--- src/rtl/fap_pkg.sv ---
// Constants for the flash protection host controller
package fap_pkg;
  localparam int FAP_AW = 25;
  localparam int FAP_DW = 16;
  localparam int FAP_CLK_NS = 20;
  // Software register byte offsets
  localparam logic [5:0] FAP_CTRL_OFS = 6'h00;
  localparam logic [5:0] FAP_ADDR_OFS = 6'h04;
  localparam logic [5:0] FAP_WDATA_OFS = 6'h08;
  localparam logic [5:0] FAP_RDATA_OFS = 6'h0c;
  localparam logic [5:0] FAP_STAT_OFS = 6'h10;
  localparam logic [5:0] FAP_PW0_OFS = 6'h14;
  localparam logic [5:0] FAP_PW1_OFS = 6'h18;
  localparam logic [5:0] FAP_PW2_OFS = 6'h1c;
  localparam logic [5:0] FAP_PW3_OFS = 6'h20;
  // Control fields
  localparam int FAP_OP_LSB = 0;
  localparam int FAP_PAGE_KEEP_BIT = 3;
  localparam logic [2:0] FAP_OP_READ = 3'h1;
  localparam logic [2:0] FAP_OP_WRITE = 3'h2;
  localparam logic [2:0] FAP_OP_UNLOCK = 3'h3;
  localparam logic [2:0] FAP_OP_RESET = 3'h4;
  // Status fields
  localparam int FAP_ST_BUSY = 0;
  localparam int FAP_ST_GAP = 1;
  localparam int FAP_ST_REFUSED = 2;
  localparam int FAP_ST_RESET_DONE = 3;
  localparam int FAP_ST_PAGE_HIT = 4;
  // Times in ns (spacing gap in us), least times round up to cycles
  localparam int FAP_T_ACC_NS = 110;
  localparam int FAP_T_PACC_NS = 25;
  localparam int FAP_T_WP_NS = 35;
  localparam int FAP_T_RP_NS = 200;
  localparam int FAP_T_RPH_NS = 35000;
  localparam int FAP_GAP_US = 120;
  localparam int FAP_ACC_CYC = (FAP_T_ACC_NS + FAP_CLK_NS - 1) / FAP_CLK_NS;
  localparam int FAP_PACC_CYC = (FAP_T_PACC_NS + FAP_CLK_NS - 1) / FAP_CLK_NS;
  localparam int FAP_WP_CYC = (FAP_T_WP_NS + FAP_CLK_NS - 1) / FAP_CLK_NS;
  localparam int FAP_RP_CYC = (FAP_T_RP_NS + FAP_CLK_NS - 1) / FAP_CLK_NS;
  localparam int FAP_RPH_CYC = (FAP_T_RPH_NS + FAP_CLK_NS - 1) / FAP_CLK_NS;
  localparam int FAP_GAP_CYC = (FAP_GAP_US * 1000 + FAP_CLK_NS - 1) / FAP_CLK_NS;
  localparam logic [1:0] FAP_PW_LAST = 2'h3;
  localparam logic [2:0] FAP_CTRL_RST = 3'h0;
  typedef enum logic [5:0] {
    FAP_S_IDLE = 6'b000001,
    FAP_S_SETUP = 6'b000010,
    FAP_S_STROBE = 6'b000100,
    FAP_S_HOLD = 6'b001000,
    FAP_S_RESET = 6'b010000,
    FAP_S_RECOVER = 6'b100000
  } fap_state_t;
endpackage : fap_pkg

--- src/rtl/fap_host_ctrl.sv ---
// Host controller driving a parallel NOR flash with password protection
// Notes on behaviour
// - Host sends all four password words; exact match sets the lock.
// - Unlock attempts at most once per 100 us plus or minus 20 us.
// - Same upper address with chip select low gives a fast page read.
// - Hardware reset aborts program or erase; host reissues afterwards.
//
// Local design decisions: the Wishbone interface to the registers and the address map.
`timescale 1ns/1ns
`default_nettype none
module fap_host_ctrl
  import fap_pkg::*;
#(
  parameter int GAP_CYC = FAP_GAP_CYC
) (
  input wire logic core_clk,
  input wire logic nrst,
  input wire logic wb_cyc_i,
  input wire logic wb_stb_i,
  input wire logic wb_we_i,
  input wire logic [5:0] wb_adr_i,
  input wire logic [3:0] wb_sel_i,
  input wire logic [31:0] wb_dat_i,
  output logic [31:0] wb_dat_o,
  output logic wb_ack_o,
  output logic [FAP_AW-1:0] fl_addr,
  input wire logic [FAP_DW-1:0] fl_dq_in,
  output logic [FAP_DW-1:0] fl_dq_out,
  output logic fl_dq_oe,
  output logic fl_ce_n,
  output logic fl_oe_n,
  output logic fl_we_n,
  output logic fl_reset_n
);
  fap_state_t state_reg, state_next;
  logic [2:0] op_reg, op_next;
  logic keep_reg, keep_next;
  logic [FAP_AW-1:0] addr_reg, addr_next;
  logic [FAP_DW-1:0] wdata_reg, wdata_next;
  logic [FAP_DW-1:0] rdata_reg, rdata_next;
  logic [FAP_DW-1:0] pw_reg [4];
  logic [FAP_DW-1:0] pw_next [4];
  logic [1:0] pw_idx_reg, pw_idx_next;
  logic [15:0] cnt_reg, cnt_next;
  logic [15:0] gap_reg, gap_next;
  logic refused_reg, refused_next;
  logic rst_done_reg, rst_done_next;
  logic hit_reg, hit_next;
  logic page_ok_reg, page_ok_next;
  logic [FAP_AW-5:0] page_reg, page_next;
  logic ack_reg, ack_next;
  logic [31:0] dat_reg, dat_next;
  logic [FAP_AW-1:0] fa_reg, fa_next;
  logic [FAP_DW-1:0] dq_reg, dq_next;
  logic oe_en_reg, oe_en_next;
  logic ce_n_reg, ce_n_next, oe_n_reg, oe_n_next, we_n_reg, we_n_next;
  logic rst_n_reg, rst_n_next;
  logic req, busy, wr_go;
  logic [31:0] status;

  assign req = wb_cyc_i & wb_stb_i & ~ack_reg;
  assign busy = (state_reg != FAP_S_IDLE);
  // Only the low halfword lane carries the 16-bit fields
  assign status = {27'h0, hit_reg, rst_done_reg, refused_reg,
                   (gap_reg != 16'h0), busy};
  assign wr_go = req & wb_we_i & (wb_adr_i == FAP_CTRL_OFS) & wb_sel_i[0];

  always_comb begin
    state_next = state_reg;
    op_next = op_reg;
    keep_next = keep_reg;
    addr_next = addr_reg;
    wdata_next = wdata_reg;
    rdata_next = rdata_reg;
    pw_next = pw_reg;
    pw_idx_next = pw_idx_reg;
    cnt_next = cnt_reg;
    gap_next = (gap_reg != 16'h0) ? gap_reg - 16'h1 : gap_reg;
    refused_next = refused_reg;
    rst_done_next = rst_done_reg;
    hit_next = hit_reg;
    page_ok_next = page_ok_reg;
    page_next = page_reg;
    ack_next = req;
    dat_next = 32'h0;
    fa_next = fa_reg;
    dq_next = dq_reg;
    oe_en_next = oe_en_reg;
    ce_n_next = ce_n_reg;
    oe_n_next = oe_n_reg;
    we_n_next = we_n_reg;
    rst_n_next = rst_n_reg;
    // Register bus side
    if (req && !wb_we_i) begin
      if (wb_adr_i == FAP_CTRL_OFS) begin
        dat_next = {28'h0, keep_reg, op_reg};
      end else if (wb_adr_i == FAP_ADDR_OFS) begin
        dat_next = {{(32-FAP_AW){1'b0}}, addr_reg};
      end else if (wb_adr_i == FAP_WDATA_OFS) begin
        dat_next = {16'h0, wdata_reg};
      end else if (wb_adr_i == FAP_RDATA_OFS) begin
        dat_next = {16'h0, rdata_reg};
      end else if (wb_adr_i == FAP_STAT_OFS) begin
        dat_next = status;
      end else begin
        dat_next = 32'h0;
      end
    end else if (req && wb_we_i) begin
      if (wb_adr_i == FAP_ADDR_OFS) begin
        if (!busy) addr_next = wb_dat_i[FAP_AW-1:0];
      end else if (wb_adr_i == FAP_WDATA_OFS) begin
        if (!busy) wdata_next = wb_dat_i[FAP_DW-1:0];
      end else if (wb_adr_i == FAP_STAT_OFS) begin
        if (wb_dat_i[FAP_ST_REFUSED]) refused_next = 1'b0;
        if (wb_dat_i[FAP_ST_RESET_DONE]) rst_done_next = 1'b0;
      end else if (wb_adr_i == FAP_PW0_OFS) begin
        if (!busy) pw_next[0] = wb_dat_i[FAP_DW-1:0];
      end else if (wb_adr_i == FAP_PW1_OFS) begin
        if (!busy) pw_next[1] = wb_dat_i[FAP_DW-1:0];
      end else if (wb_adr_i == FAP_PW2_OFS) begin
        if (!busy) pw_next[2] = wb_dat_i[FAP_DW-1:0];
      end else if (wb_adr_i == FAP_PW3_OFS) begin
        if (!busy) pw_next[3] = wb_dat_i[FAP_DW-1:0];
      end
    end
    // A start while an op runs is dropped and flagged
    if (wr_go && busy) refused_next = 1'b1;
    // Flash sequencer
    case (state_reg)
      FAP_S_IDLE: begin
        if (wr_go) begin
          op_next = wb_dat_i[FAP_OP_LSB +: 3];
          keep_next = wb_dat_i[FAP_PAGE_KEEP_BIT];
          pw_idx_next = 2'h0;
          if (wb_dat_i[FAP_OP_LSB +: 3] == FAP_OP_READ) begin
            // Page hit only if chip select never rose since
            hit_next = page_ok_reg && (page_reg == addr_reg[FAP_AW-1:4]);
            fa_next = addr_reg;
            oe_en_next = 1'b0;
            state_next = FAP_S_SETUP;
          end else if (wb_dat_i[FAP_OP_LSB +: 3] == FAP_OP_WRITE) begin
            hit_next = 1'b0;
            state_next = FAP_S_SETUP;
          end else if (wb_dat_i[FAP_OP_LSB +: 3] == FAP_OP_UNLOCK) begin
            hit_next = 1'b0;
            // Attempts inside the spacing window are refused
            if (gap_reg != 16'h0) begin
              refused_next = 1'b1;
              state_next = FAP_S_IDLE;
            end else begin
              state_next = FAP_S_SETUP;
            end
          end else if (wb_dat_i[FAP_OP_LSB +: 3] == FAP_OP_RESET) begin
            // Reset pulse aborts whatever the flash runs
            ce_n_next = 1'b1;
            oe_n_next = 1'b1;
            we_n_next = 1'b1;
            oe_en_next = 1'b0;
            page_ok_next = 1'b0;
            rst_n_next = 1'b0;
            cnt_next = 16'(FAP_RP_CYC);
            state_next = FAP_S_RESET;
          end else begin
            refused_next = 1'b1;
          end
        end else if (req && wb_we_i && wb_adr_i == FAP_CTRL_OFS) begin
          refused_next = 1'b1;
        end
      end
      FAP_S_SETUP: begin
        if (op_reg == FAP_OP_READ) begin
          if (hit_reg) begin
            // Page data only shows with both selects low
            oe_n_next = 1'b0;
            cnt_next = 16'(FAP_PACC_CYC);
            state_next = FAP_S_STROBE;
          end else if (!ce_n_reg) begin
            // Deselect for one cycle so the flash restarts the page
            ce_n_next = 1'b1;
            oe_n_next = 1'b1;
          end else begin
            ce_n_next = 1'b0;
            oe_n_next = 1'b0;
            cnt_next = 16'(FAP_ACC_CYC);
            state_next = FAP_S_STROBE;
          end
        end else begin
          ce_n_next = 1'b0;
          oe_n_next = 1'b1;
          oe_en_next = 1'b1;
          page_ok_next = 1'b0;
          if (op_reg == FAP_OP_UNLOCK) begin
            fa_next = {addr_reg[FAP_AW-1:2], pw_idx_reg};
            dq_next = pw_reg[pw_idx_reg]; // Words in order 0..3
          end else begin
            fa_next = addr_reg;
            dq_next = wdata_reg;
          end
          we_n_next = 1'b0;
          cnt_next = 16'(FAP_WP_CYC);
          state_next = FAP_S_STROBE;
        end
      end
      FAP_S_STROBE: begin
        if (cnt_reg > 16'h1) begin
          cnt_next = cnt_reg - 16'h1;
        end else if (op_reg == FAP_OP_READ) begin
          rdata_next = fl_dq_in;
          page_next = fa_reg[FAP_AW-1:4];
          // Holding both selects low keeps the page open
          oe_n_next = ~keep_reg;
          page_ok_next = keep_reg;
          ce_n_next = ~keep_reg;
          state_next = FAP_S_IDLE;
        end else begin
          we_n_next = 1'b1;
          state_next = FAP_S_HOLD;
        end
      end
      FAP_S_HOLD: begin
        ce_n_next = 1'b1;
        oe_en_next = 1'b0;
        if (op_reg == FAP_OP_UNLOCK && pw_idx_reg != FAP_PW_LAST) begin
          pw_idx_next = pw_idx_reg + 2'h1;
          state_next = FAP_S_SETUP;
        end else begin
          if (op_reg == FAP_OP_UNLOCK) begin
            gap_next = 16'(GAP_CYC); // Spacing before next attempt
          end
          state_next = FAP_S_IDLE;
        end
      end
      FAP_S_RESET: begin
        if (cnt_reg > 16'h1) begin
          cnt_next = cnt_reg - 16'h1;
        end else begin
          rst_n_next = 1'b1;
          cnt_next = 16'(FAP_RPH_CYC);
          state_next = FAP_S_RECOVER;
        end
      end
      FAP_S_RECOVER: begin
        if (cnt_reg > 16'h1) begin
          cnt_next = cnt_reg - 16'h1;
        end else begin
          // Software must reissue any aborted operation
          rst_done_next = 1'b1;
          state_next = FAP_S_IDLE;
        end
      end
      default: state_next = FAP_S_IDLE;
    endcase
  end

  always_ff @(posedge core_clk or negedge nrst) begin
    if (!nrst) begin
      state_reg <= FAP_S_IDLE;
      op_reg <= FAP_CTRL_RST;
      keep_reg <= 1'b0;
      addr_reg <= '0;
      wdata_reg <= '0;
      rdata_reg <= '0;
      pw_reg <= '{default: '1};
      pw_idx_reg <= 2'h0;
      cnt_reg <= 16'h0;
      gap_reg <= 16'h0;
      refused_reg <= 1'b0;
      rst_done_reg <= 1'b0;
      hit_reg <= 1'b0;
      page_ok_reg <= 1'b0;
      page_reg <= '0;
      ack_reg <= 1'b0;
      dat_reg <= 32'h0;
      fa_reg <= '0;
      dq_reg <= '0;
      oe_en_reg <= 1'b0;
      ce_n_reg <= 1'b1;
      oe_n_reg <= 1'b1;
      we_n_reg <= 1'b1;
      rst_n_reg <= 1'b1;
    end else begin
      state_reg <= state_next;
      op_reg <= op_next;
      keep_reg <= keep_next;
      addr_reg <= addr_next;
      wdata_reg <= wdata_next;
      rdata_reg <= rdata_next;
      pw_reg <= pw_next;
      pw_idx_reg <= pw_idx_next;
      cnt_reg <= cnt_next;
      gap_reg <= gap_next;
      refused_reg <= refused_next;
      rst_done_reg <= rst_done_next;
      hit_reg <= hit_next;
      page_ok_reg <= page_ok_next;
      page_reg <= page_next;
      ack_reg <= ack_next;
      dat_reg <= dat_next;
      fa_reg <= fa_next;
      dq_reg <= dq_next;
      oe_en_reg <= oe_en_next;
      ce_n_reg <= ce_n_next;
      oe_n_reg <= oe_n_next;
      we_n_reg <= we_n_next;
      rst_n_reg <= rst_n_next;
    end
  end

  assign wb_ack_o = ack_reg;
  assign wb_dat_o = dat_reg;
  assign fl_addr = fa_reg;
  assign fl_dq_out = dq_reg;
  assign fl_dq_oe = oe_en_reg;
  assign fl_ce_n = ce_n_reg;
  assign fl_oe_n = oe_n_reg;
  assign fl_we_n = we_n_reg;
  assign fl_reset_n = rst_n_reg;

  a_pw_all_words: assert property (@(posedge core_clk) disable iff (!nrst)
    (state_reg == FAP_S_HOLD && op_reg == FAP_OP_UNLOCK &&
     pw_idx_reg != FAP_PW_LAST) |=> state_reg == FAP_S_SETUP)
    else $error("password sequence ended early");
  a_unlock_gap_ok: assert property (@(posedge core_clk) disable iff (!nrst)
    $rose(fl_dq_oe) && op_reg == FAP_OP_UNLOCK && pw_idx_reg == 2'h0
    |-> gap_reg == 16'h0)
    else $error("unlock issued inside spacing window");
  a_gap_loaded: assert property (@(posedge core_clk) disable iff (!nrst)
    (state_reg == FAP_S_HOLD && op_reg == FAP_OP_UNLOCK &&
     pw_idx_reg == FAP_PW_LAST) |=> gap_reg == 16'(GAP_CYC))
    else $error("spacing window not started");
  a_page_no_break: assert property (@(posedge core_clk) disable iff (!nrst)
    (state_reg == FAP_S_SETUP && op_reg == FAP_OP_READ && hit_reg)
    |-> !fl_ce_n ##1 !fl_ce_n)
    else $error("page hit dropped chip select");
  a_page_oe_low: assert property (@(posedge core_clk) disable iff (!nrst)
    (state_reg == FAP_S_SETUP && op_reg == FAP_OP_READ && hit_reg)
    |-> !fl_oe_n ##1 !fl_oe_n)
    else $error("page hit raised output enable");
  a_miss_deselect: assert property (@(posedge core_clk) disable iff (!nrst)
    (state_reg == FAP_S_SETUP && op_reg == FAP_OP_READ && !hit_reg &&
     !fl_ce_n) |=> fl_ce_n ##1 !fl_ce_n)
    else $error("random read without deselect");
  a_reset_width: assert property (@(posedge core_clk) disable iff (!nrst)
    $fell(fl_reset_n) |-> !fl_reset_n [*8] ##1 !fl_reset_n ##1 !fl_reset_n
    ##1 fl_reset_n)
    else $error("reset pulse width wrong");
  a_reset_quiet: assert property (@(posedge core_clk) disable iff (!nrst)
    !fl_reset_n |-> fl_ce_n && fl_we_n && !fl_dq_oe)
    else $error("flash accessed during reset");
  a_ack_single: assert property (@(posedge core_clk) disable iff (!nrst)
    wb_ack_o |=> !wb_ack_o)
    else $error("ack held longer than one cycle");
endmodule : fap_host_ctrl
`default_nettype wire

--- config.mk ---
export PLATFORM = sky130hd
export DESIGN_NAME = fap_host_ctrl
export DESIGN_NICKNAME = d
export VERILOG_FILES = /design/src/rtl/fap_pkg.sv /design/src/rtl/fap_host_ctrl.sv
export SDC_FILE = /design/constraint.sdc
export NUM_CORES = 1
export LEC_CHECK = 0
export BUFFER_PORTS_ARGS = -buffer_cell sky130_fd_sc_hd__buf_4
export CAP_MARGIN = 20
export CORE_ASPECT_RATIO = 1.4
export CORE_MARGIN = 5
export CORE_UTILIZATION = 58
export CTS_CLUSTER_DIAMETER = 30
export CTS_CLUSTER_SIZE = 8
export DETAILED_ROUTE_END_ITERATION = 8
export GPL_TIMING_DRIVEN = 0
export HOLD_SLACK_MARGIN = 0.12
export PLACE_DENSITY = 0.79
export SLEW_MARGIN = 20
export SYNTH_ARGS = -nofsm -noshare
export SYNTH_HDL_FRONTEND = slang
export SYNTH_SLANG_ARGS = --single-unit
--- constraint.sdc ---
create_clock -name core_clk -period 4.9 [get_ports core_clk]
set_input_delay 0.98 -clock core_clk [delete_from_list [all_inputs] [get_ports core_clk]]
set_output_delay 0.98 -clock core_clk [all_outputs]
set_load 0.005 [all_outputs]
==> reports/metrics.cfg, run 1 <==
[cts]
numCtsBuffers=45
post_cts_resize_count=0
clkLatencyLatePin_ns=0.54
cts.htree.levels=2
number_of_post_cts_setup_repair_buffers=0
clk_root_buffer_cell=clkbuf_16
holdBufCountCts=0
clkSlewWorstSetupHoldPaths_ns=0.05
cts_tree=done
clock_sink_count=262
cts-root-to-sink-buffers=3

[run]
max_cap_violations=0

[final_layout]
final_cell_mix=193 x dfrtp_1, 154 x mux2_2, 129 x buf_4, 84 x nor2_1, 69 x dfstp_2
area_growth_synth_to_finish_pct=23.0
drive_gt1_frac=0.417
final_common_cell=dfrtp_1
total_number_of_nets_in_the_final_design=1244
largest_register_ff_count=64
fillCellCount=1403

[logic_synthesis]
yosys_most_used_dff=dfrtp_1
synth-edff-count=0
synth-async-reset-ratio=1.00
syn_area_mm2=0.0123
postSynthAreaPerCell_um2=12.3
netlist_instances=998
yosys_warnings=0
synthDistinctLibCells=70
seq_area_frac_synth=0.539
synth.ff_latch_count=262

[setup_path]
kind_of_start_point_of_the_critical_path=flip-flop
worst-setup-path-type=reg2reg
critPathSlowestCell=nor3_2
path_max_fanout=10
crit_buf_inv=2
worstPathCellList=clkbuf_1 -> or4_1 -> nor3_2 -> a31oi_1 -> a21oi_2 -> buf_2 -> mux2_2
max_stage_delay_ns=0.62
cell_type_group_with_the_largest_total_delay_on_the_critical_path=simple AND/OR/NAND/NOR gates
critical_path_required_ns=5.32
endpoint_kind=flip-flop
timing.critical_path.arrival_ns=3.76

[die]
initial_core_util=0.586
core_region_area_mm2=0.0210
die_h_um=182
num_io_pins=142
die-area_mm2=0.0243
num_rows=63
die_width_um=133

[sta]
tightest_slew_ns=1.01
fmaxAchievable_ghz=0.300
maxSlewHeadroom=0.330
final.setup.tns_ns=0
finalHoldViolCount=0
rsz0062_at_grt=no
period_share=0.681
final-setup-viol-count=0
report.final.slew_viol_count=0
finalCriticalPeriod_ns=3.34
worst_setup_skew_after_layout_ns=0.0178

[grt]
grt_start_max_net_pins=93
first_pass_grt_wire_length_mm=52.2
vias_in_the_first_global_route=9479
initial_antenna_violation_count=1
grt_util_all_layers=0.271
grt-ovfl-total=0

[power]
ir_drop_mv=0.339
power-per-cell-area_mw_per_mm2=442
leakagePower_nw=7.09
fin_total_pwr_mw=6.71

[routing]
detailroute.via_count=8931
final_antenna_net_count=0
post_drt_wl_per_cell_um=22.2
drt_iter0_drc=707
wirelength_mm=32.5
drt-vias-per-instance=6.08
drt-pass1-iter-count=8
detail_route.drc_violations=0

[min_path]
hold_path.class=in2async

[placement]
gp_congestion=0.904
port_buffers=123
dpl.hpwl_mm=22.1

[run_status]
status=finished, final reports clean

layout make-up:
| cell class | instances | area [um^2] | share of cell area |
|---|---|---|---|
| plain buffers | 59 | 322 | 0.0212 |
| multi-input cells | 669 | 5340 | 0.352 |
| inverters | 14 | 52.6 | 0.00347 |
| clock inverters | 16 | 264 | 0.0174 |
| clock buffers | 62 | 1200 | 0.0791 |
| flip-flops and latches | 262 | 6640 | 0.438 |
| diodes | 1 | 2.50 | 0.000165 |
| well taps | 260 | 325 | 0.0215 |
| repair buffers | 126 | 1010 | 0.0668 |
report_power, final:
part	switching, mW	leakage (nW)	internal (mW)
logic	0.642	3.02	0.492
registers	0.160	3.37	2.37
clock network	1.06	0.699	1.98
total	1.86	7.09	4.84
cell usage after synthesis (6+ instances only):
cell type | n | share of area
a211oi_1 | 6 | 0.0037
nand3_1 | 12 | 0.0049
o21ai_0 | 30 | 0.012
o211ai_1 | 8 | 0.0049
or2_2 | 7 | 0.0036
and3_1 | 11 | 0.0056
a22oi_1 | 14 | 0.0085
o22ai_1 | 19 | 0.0096
mux2_2 | 154 | 0.14
mux2_4 | 30 | 0.037
dfstp_2 | 69 | 0.15
buf_4 | 7 | 0.0043
inv_1 | 14 | 0.0043
a31oi_1 | 6 | 0.0030
nor3_1 | 23 | 0.0093
mux4_2 | 16 | 0.029
nand2_1 | 43 | 0.013
dfrtp_1 | 193 | 0.39
nor4_1 | 14 | 0.0071
xnor2_1 | 24 | 0.017
or3_1 | 14 | 0.0071
nor2_1 | 84 | 0.026
nand2b_1 | 12 | 0.0061
buf_2 | 14 | 0.0057
xor2_1 | 14 | 0.010
a21oi_1 | 45 | 0.018
nor2b_1 | 8 | 0.0041
clkbuf_1 | 31 | 0.0094
metal layers:
layer | GRT usage | share of wire | vias to the layer above | wire, um
met5 | 0 | 0 | - | 0
met4 | 0.100 | 0.035 | 0 | 1150
met3 | 0.0510 | 0.056 | 94 | 1840
met2 | 0.485 | 0.53 | 350 | 17200
met1 | 0.325 | 0.38 | 4515 | 12400
li1 | - | - | 3972 | -
cell families (layout without fill, tap and decap cells):
family,count (synthesis),in the layout,share of synthesized area
flip-flops,262,262,0.539
AND/OR/NAND/NOR,256,256,0.107
multiplexers,203,203,0.209
AO/OA/AOI/OAI,161,161,0.0835
buffers and inverters,73,277,0.0304
XOR/XNOR,38,38,0.0270
adder cells (fa/ha/maj),4,4,0.00406
other,1,8,0.000304
metrics by stage:
step,instance area (um^2),utilization,setup slack [ns],hold slack [ns],instances
2_1_floorplan,12300,-,1.73,0.448,1004
3_3_place_gp,13600,0.646,0.777,0.445,1387
3_5_place_dp,13700,0.650,1.07,0.454,1390
4_1_cts,15100,0.720,1.59,0.306,1468
5_1_grt,15200,0.720,1.46,0.327,1469
6_report,15200,0.720,1.56,0.308,1469
final timing paths:
check                             start          end  slack (ns)  depth (start not counted)
max reg2reg                state_reg[5]  fl_addr[14]        1.56                          7
min in group core_clk          wb_ack_o     wb_ack_o        0.48                          1
min reg2reg                    wb_ack_o     wb_ack_o        0.48                          1
max in group asynchronous          nrst   pw_reg[37]        3.10                          4
min                                nrst  gap_reg[13]        0.31                          1
max                        state_reg[5]  fl_addr[14]        1.56                          7
worst register-to-register path: stages, from the launching register on:
cell and delay, ns:
dfrtp_1 0.37, clkbuf_1 0.22, or4_1 0.54, nor3_2 0.62, a31oi_1 0.11, a21oi_2 0.55, buf_2 0.43, mux2_2 0.38
Power figures use the tool's default switching activity.
==> run 2, diff against run 1 <==
- clock period: 4.9 -> 3.3 ns (I/O delays scaled with it)
==> run 2 against run 1 <==
Effect of this change:
- clock-buffer cell count stayed put
- routed wire length decreased by 0.14%
- sequential share of layout area about the same
- sequential power grew 49%
- critical path depth stayed put
- highest routed layer unchanged
==> reports/metrics.cfg, run 2 (synthesis results as in run 1) <==
[run_status]
status=finished, final reports clean

[run]
max_cap_violations=0

[sta]
fmaxAchievable_ghz=0.313
maxSlewHeadroom=0.336
period_share=0.969
report.final.slew_viol_count=0
final-setup-viol-count=0
finalCriticalPeriod_ns=3.20
tightest_slew_ns=0.988
worst_setup_skew_after_layout_ns=0.0186
finalHoldViolCount=0
rsz0062_at_grt=no

[setup_path]
kind_of_start_point_of_the_critical_path=flip-flop
crit_path_start=state_reg[0]
worst-setup-path-type=reg2reg
r2r_end=pw_reg[62]
max_stage_delay_ns=0.61
worst_r2r_path_depth=7
timing.critical_path.arrival_ns=3.65
endpoint_kind=flip-flop
critical_path_end=pw_reg[62]
worstPathCellList=or4b_1 -> nor2_1 -> buf_2 -> nand3_1 -> nor2_1 -> buf_2 -> mux2_2
r2r_setup_slack_ns=0.10
critPathSlowestCell=nor2_1
crit-reg2reg-launch=state_reg[0]
path_max_fanout=10
critical_path_required_ns=3.75

[placement]
postPlaceCellArea_mm2=0.0137
dpl.hpwl_mm=22.1
port_buffers=123
place_inst=1390
gp_congestion=0.904

[routing]
drt-vias-per-instance=6.00
detailroute.via_count=8821
final_antenna_net_count=0
wirelength_mm=32.5
drt_iter0_drc=741
detail_route.drc_violations=0
drt-pass1-iter-count=7
post_drt_wl_per_cell_um=22.1

[final_layout]
finish.instance_area_mm2=0.0152
drive_gt1_frac=0.417
fillCellCount=1400
final_cell_mix=193 x dfrtp_1, 154 x mux2_2, 129 x buf_4, 84 x nor2_1, 69 x dfstp_2
area_growth_synth_to_finish_pct=23.2
largest_register_ff_count=64
area.sequential_mm2=0.00664
final_common_cell=dfrtp_1
total_number_of_nets_in_the_final_design=1245
finish.cell_count_without_fillers=1470
area_taken_by_multi_input_logic_gates_mm2=0.00535

[power]
power-per-cell-area_mw_per_mm2=656
fin_total_pwr_mw=9.96
leakagePower_nw=7.09
ir_drop_mv=0.503

[grt]
vias_in_the_first_global_route=9487
grt_util_all_layers=0.271
first_pass_grt_wire_length_mm=52.3
grt-ovfl-total=0
initial_antenna_violation_count=1
grt_start_max_net_pins=93

[cts]
clkSlewWorstSetupHoldPaths_ns=0.05
clk_root_buffer_cell=clkbuf_16
number_of_post_cts_setup_repair_buffers=0
cts.htree.levels=2
clkLatencyLatePin_ns=0.55
numCtsBuffers=45
clock_sink_count=262
cts-root-to-sink-buffers=3
cts_tree=done

[die]
die-area_mm2=0.0243
die_width_um=133
num_rows=63
core_region_area_mm2=0.0210
initial_core_util=0.586
num_io_pins=142
die_h_um=182

[min_path]
hold_path.class=in2reg

[run 2: changes by cell type in the layout (fill, tap and decap cells not counted)]
| cell | change |
|---|---|
| dlygate4sd3_1 | +1 |
| nor3_2 | -1 |
| nor3_4 | +1 |
[run 2: per-stage QoR]
stage                     worst slack (ns)  hold WS [ns]  TNS (ns)   util
final                                0.101         0.338         0  0.721
after global routing               0.00573         0.328         0  0.721
after CTS                            0.132         0.326         0  0.721
after detailed placement            -0.214         0.454     -2.90  0.650
after global placement              -0.503         0.445    -93.08  0.646
after floorplan                      0.446         0.364         0      -
[run 2: final cells by class]
type	instances	area share
multi-input combinational	669	0.352
sequential	262	0.438
tap	260	0.0214
clock inverter	16	0.0174
timing repair buffer	127	0.0674
inverter	14	0.00346
clock buffer	62	0.0790
antenna	1	0.000165
buffer	59	0.0212
[run 2: worst min-delay path by stage]
stage                             from             to  depth (start not counted)
after floorplan                   nrst    addr_reg[0]                          0
after CTS                 fl_dq_in[13]  rdata_reg[13]                          2
after global routing      fl_dq_in[13]  rdata_reg[13]                          2
after global placement        wb_ack_o       wb_ack_o                          1
after detailed placement      wb_ack_o       wb_ack_o                          1
final                     fl_dq_in[13]  rdata_reg[13]                          2
[run 2: repair_timing]
action                     CTS  global route
setup endpoints to repair    2             0
resized for setup            1             0
hold buffers                 1             0
hold endpoints to repair    36             0
[run 2: routing by layer]
metal	GRT usage	vias up	share of wire
li1	-	3971	-
met1	0.326	4463	0.38
met2	0.486	310	0.53
met3	0.0507	77	0.059
met4	0.100	0	0.033
met5	0	-	0
[run 2: critical path: cells and delay by family, from the launching register on]
family        cells  cell delay [ns]
mux               1             0.38
buf+inv           2             0.69
flops             1             0.53
simple gates      4             1.49
[run 2: report_power, final]
| part | total [mW] | internal [mW] | leakage (nW) | switching (mW) |
|---|---|---|---|---|
| combinational | 1.69 | 0.732 | 3.02 | 0.960 |
| sequential | 3.76 | 3.52 | 3.37 | 0.236 |
| clock | 4.51 | 2.94 | 0.699 | 1.57 |
| total | 9.96 | 7.19 | 7.09 | 2.77 |
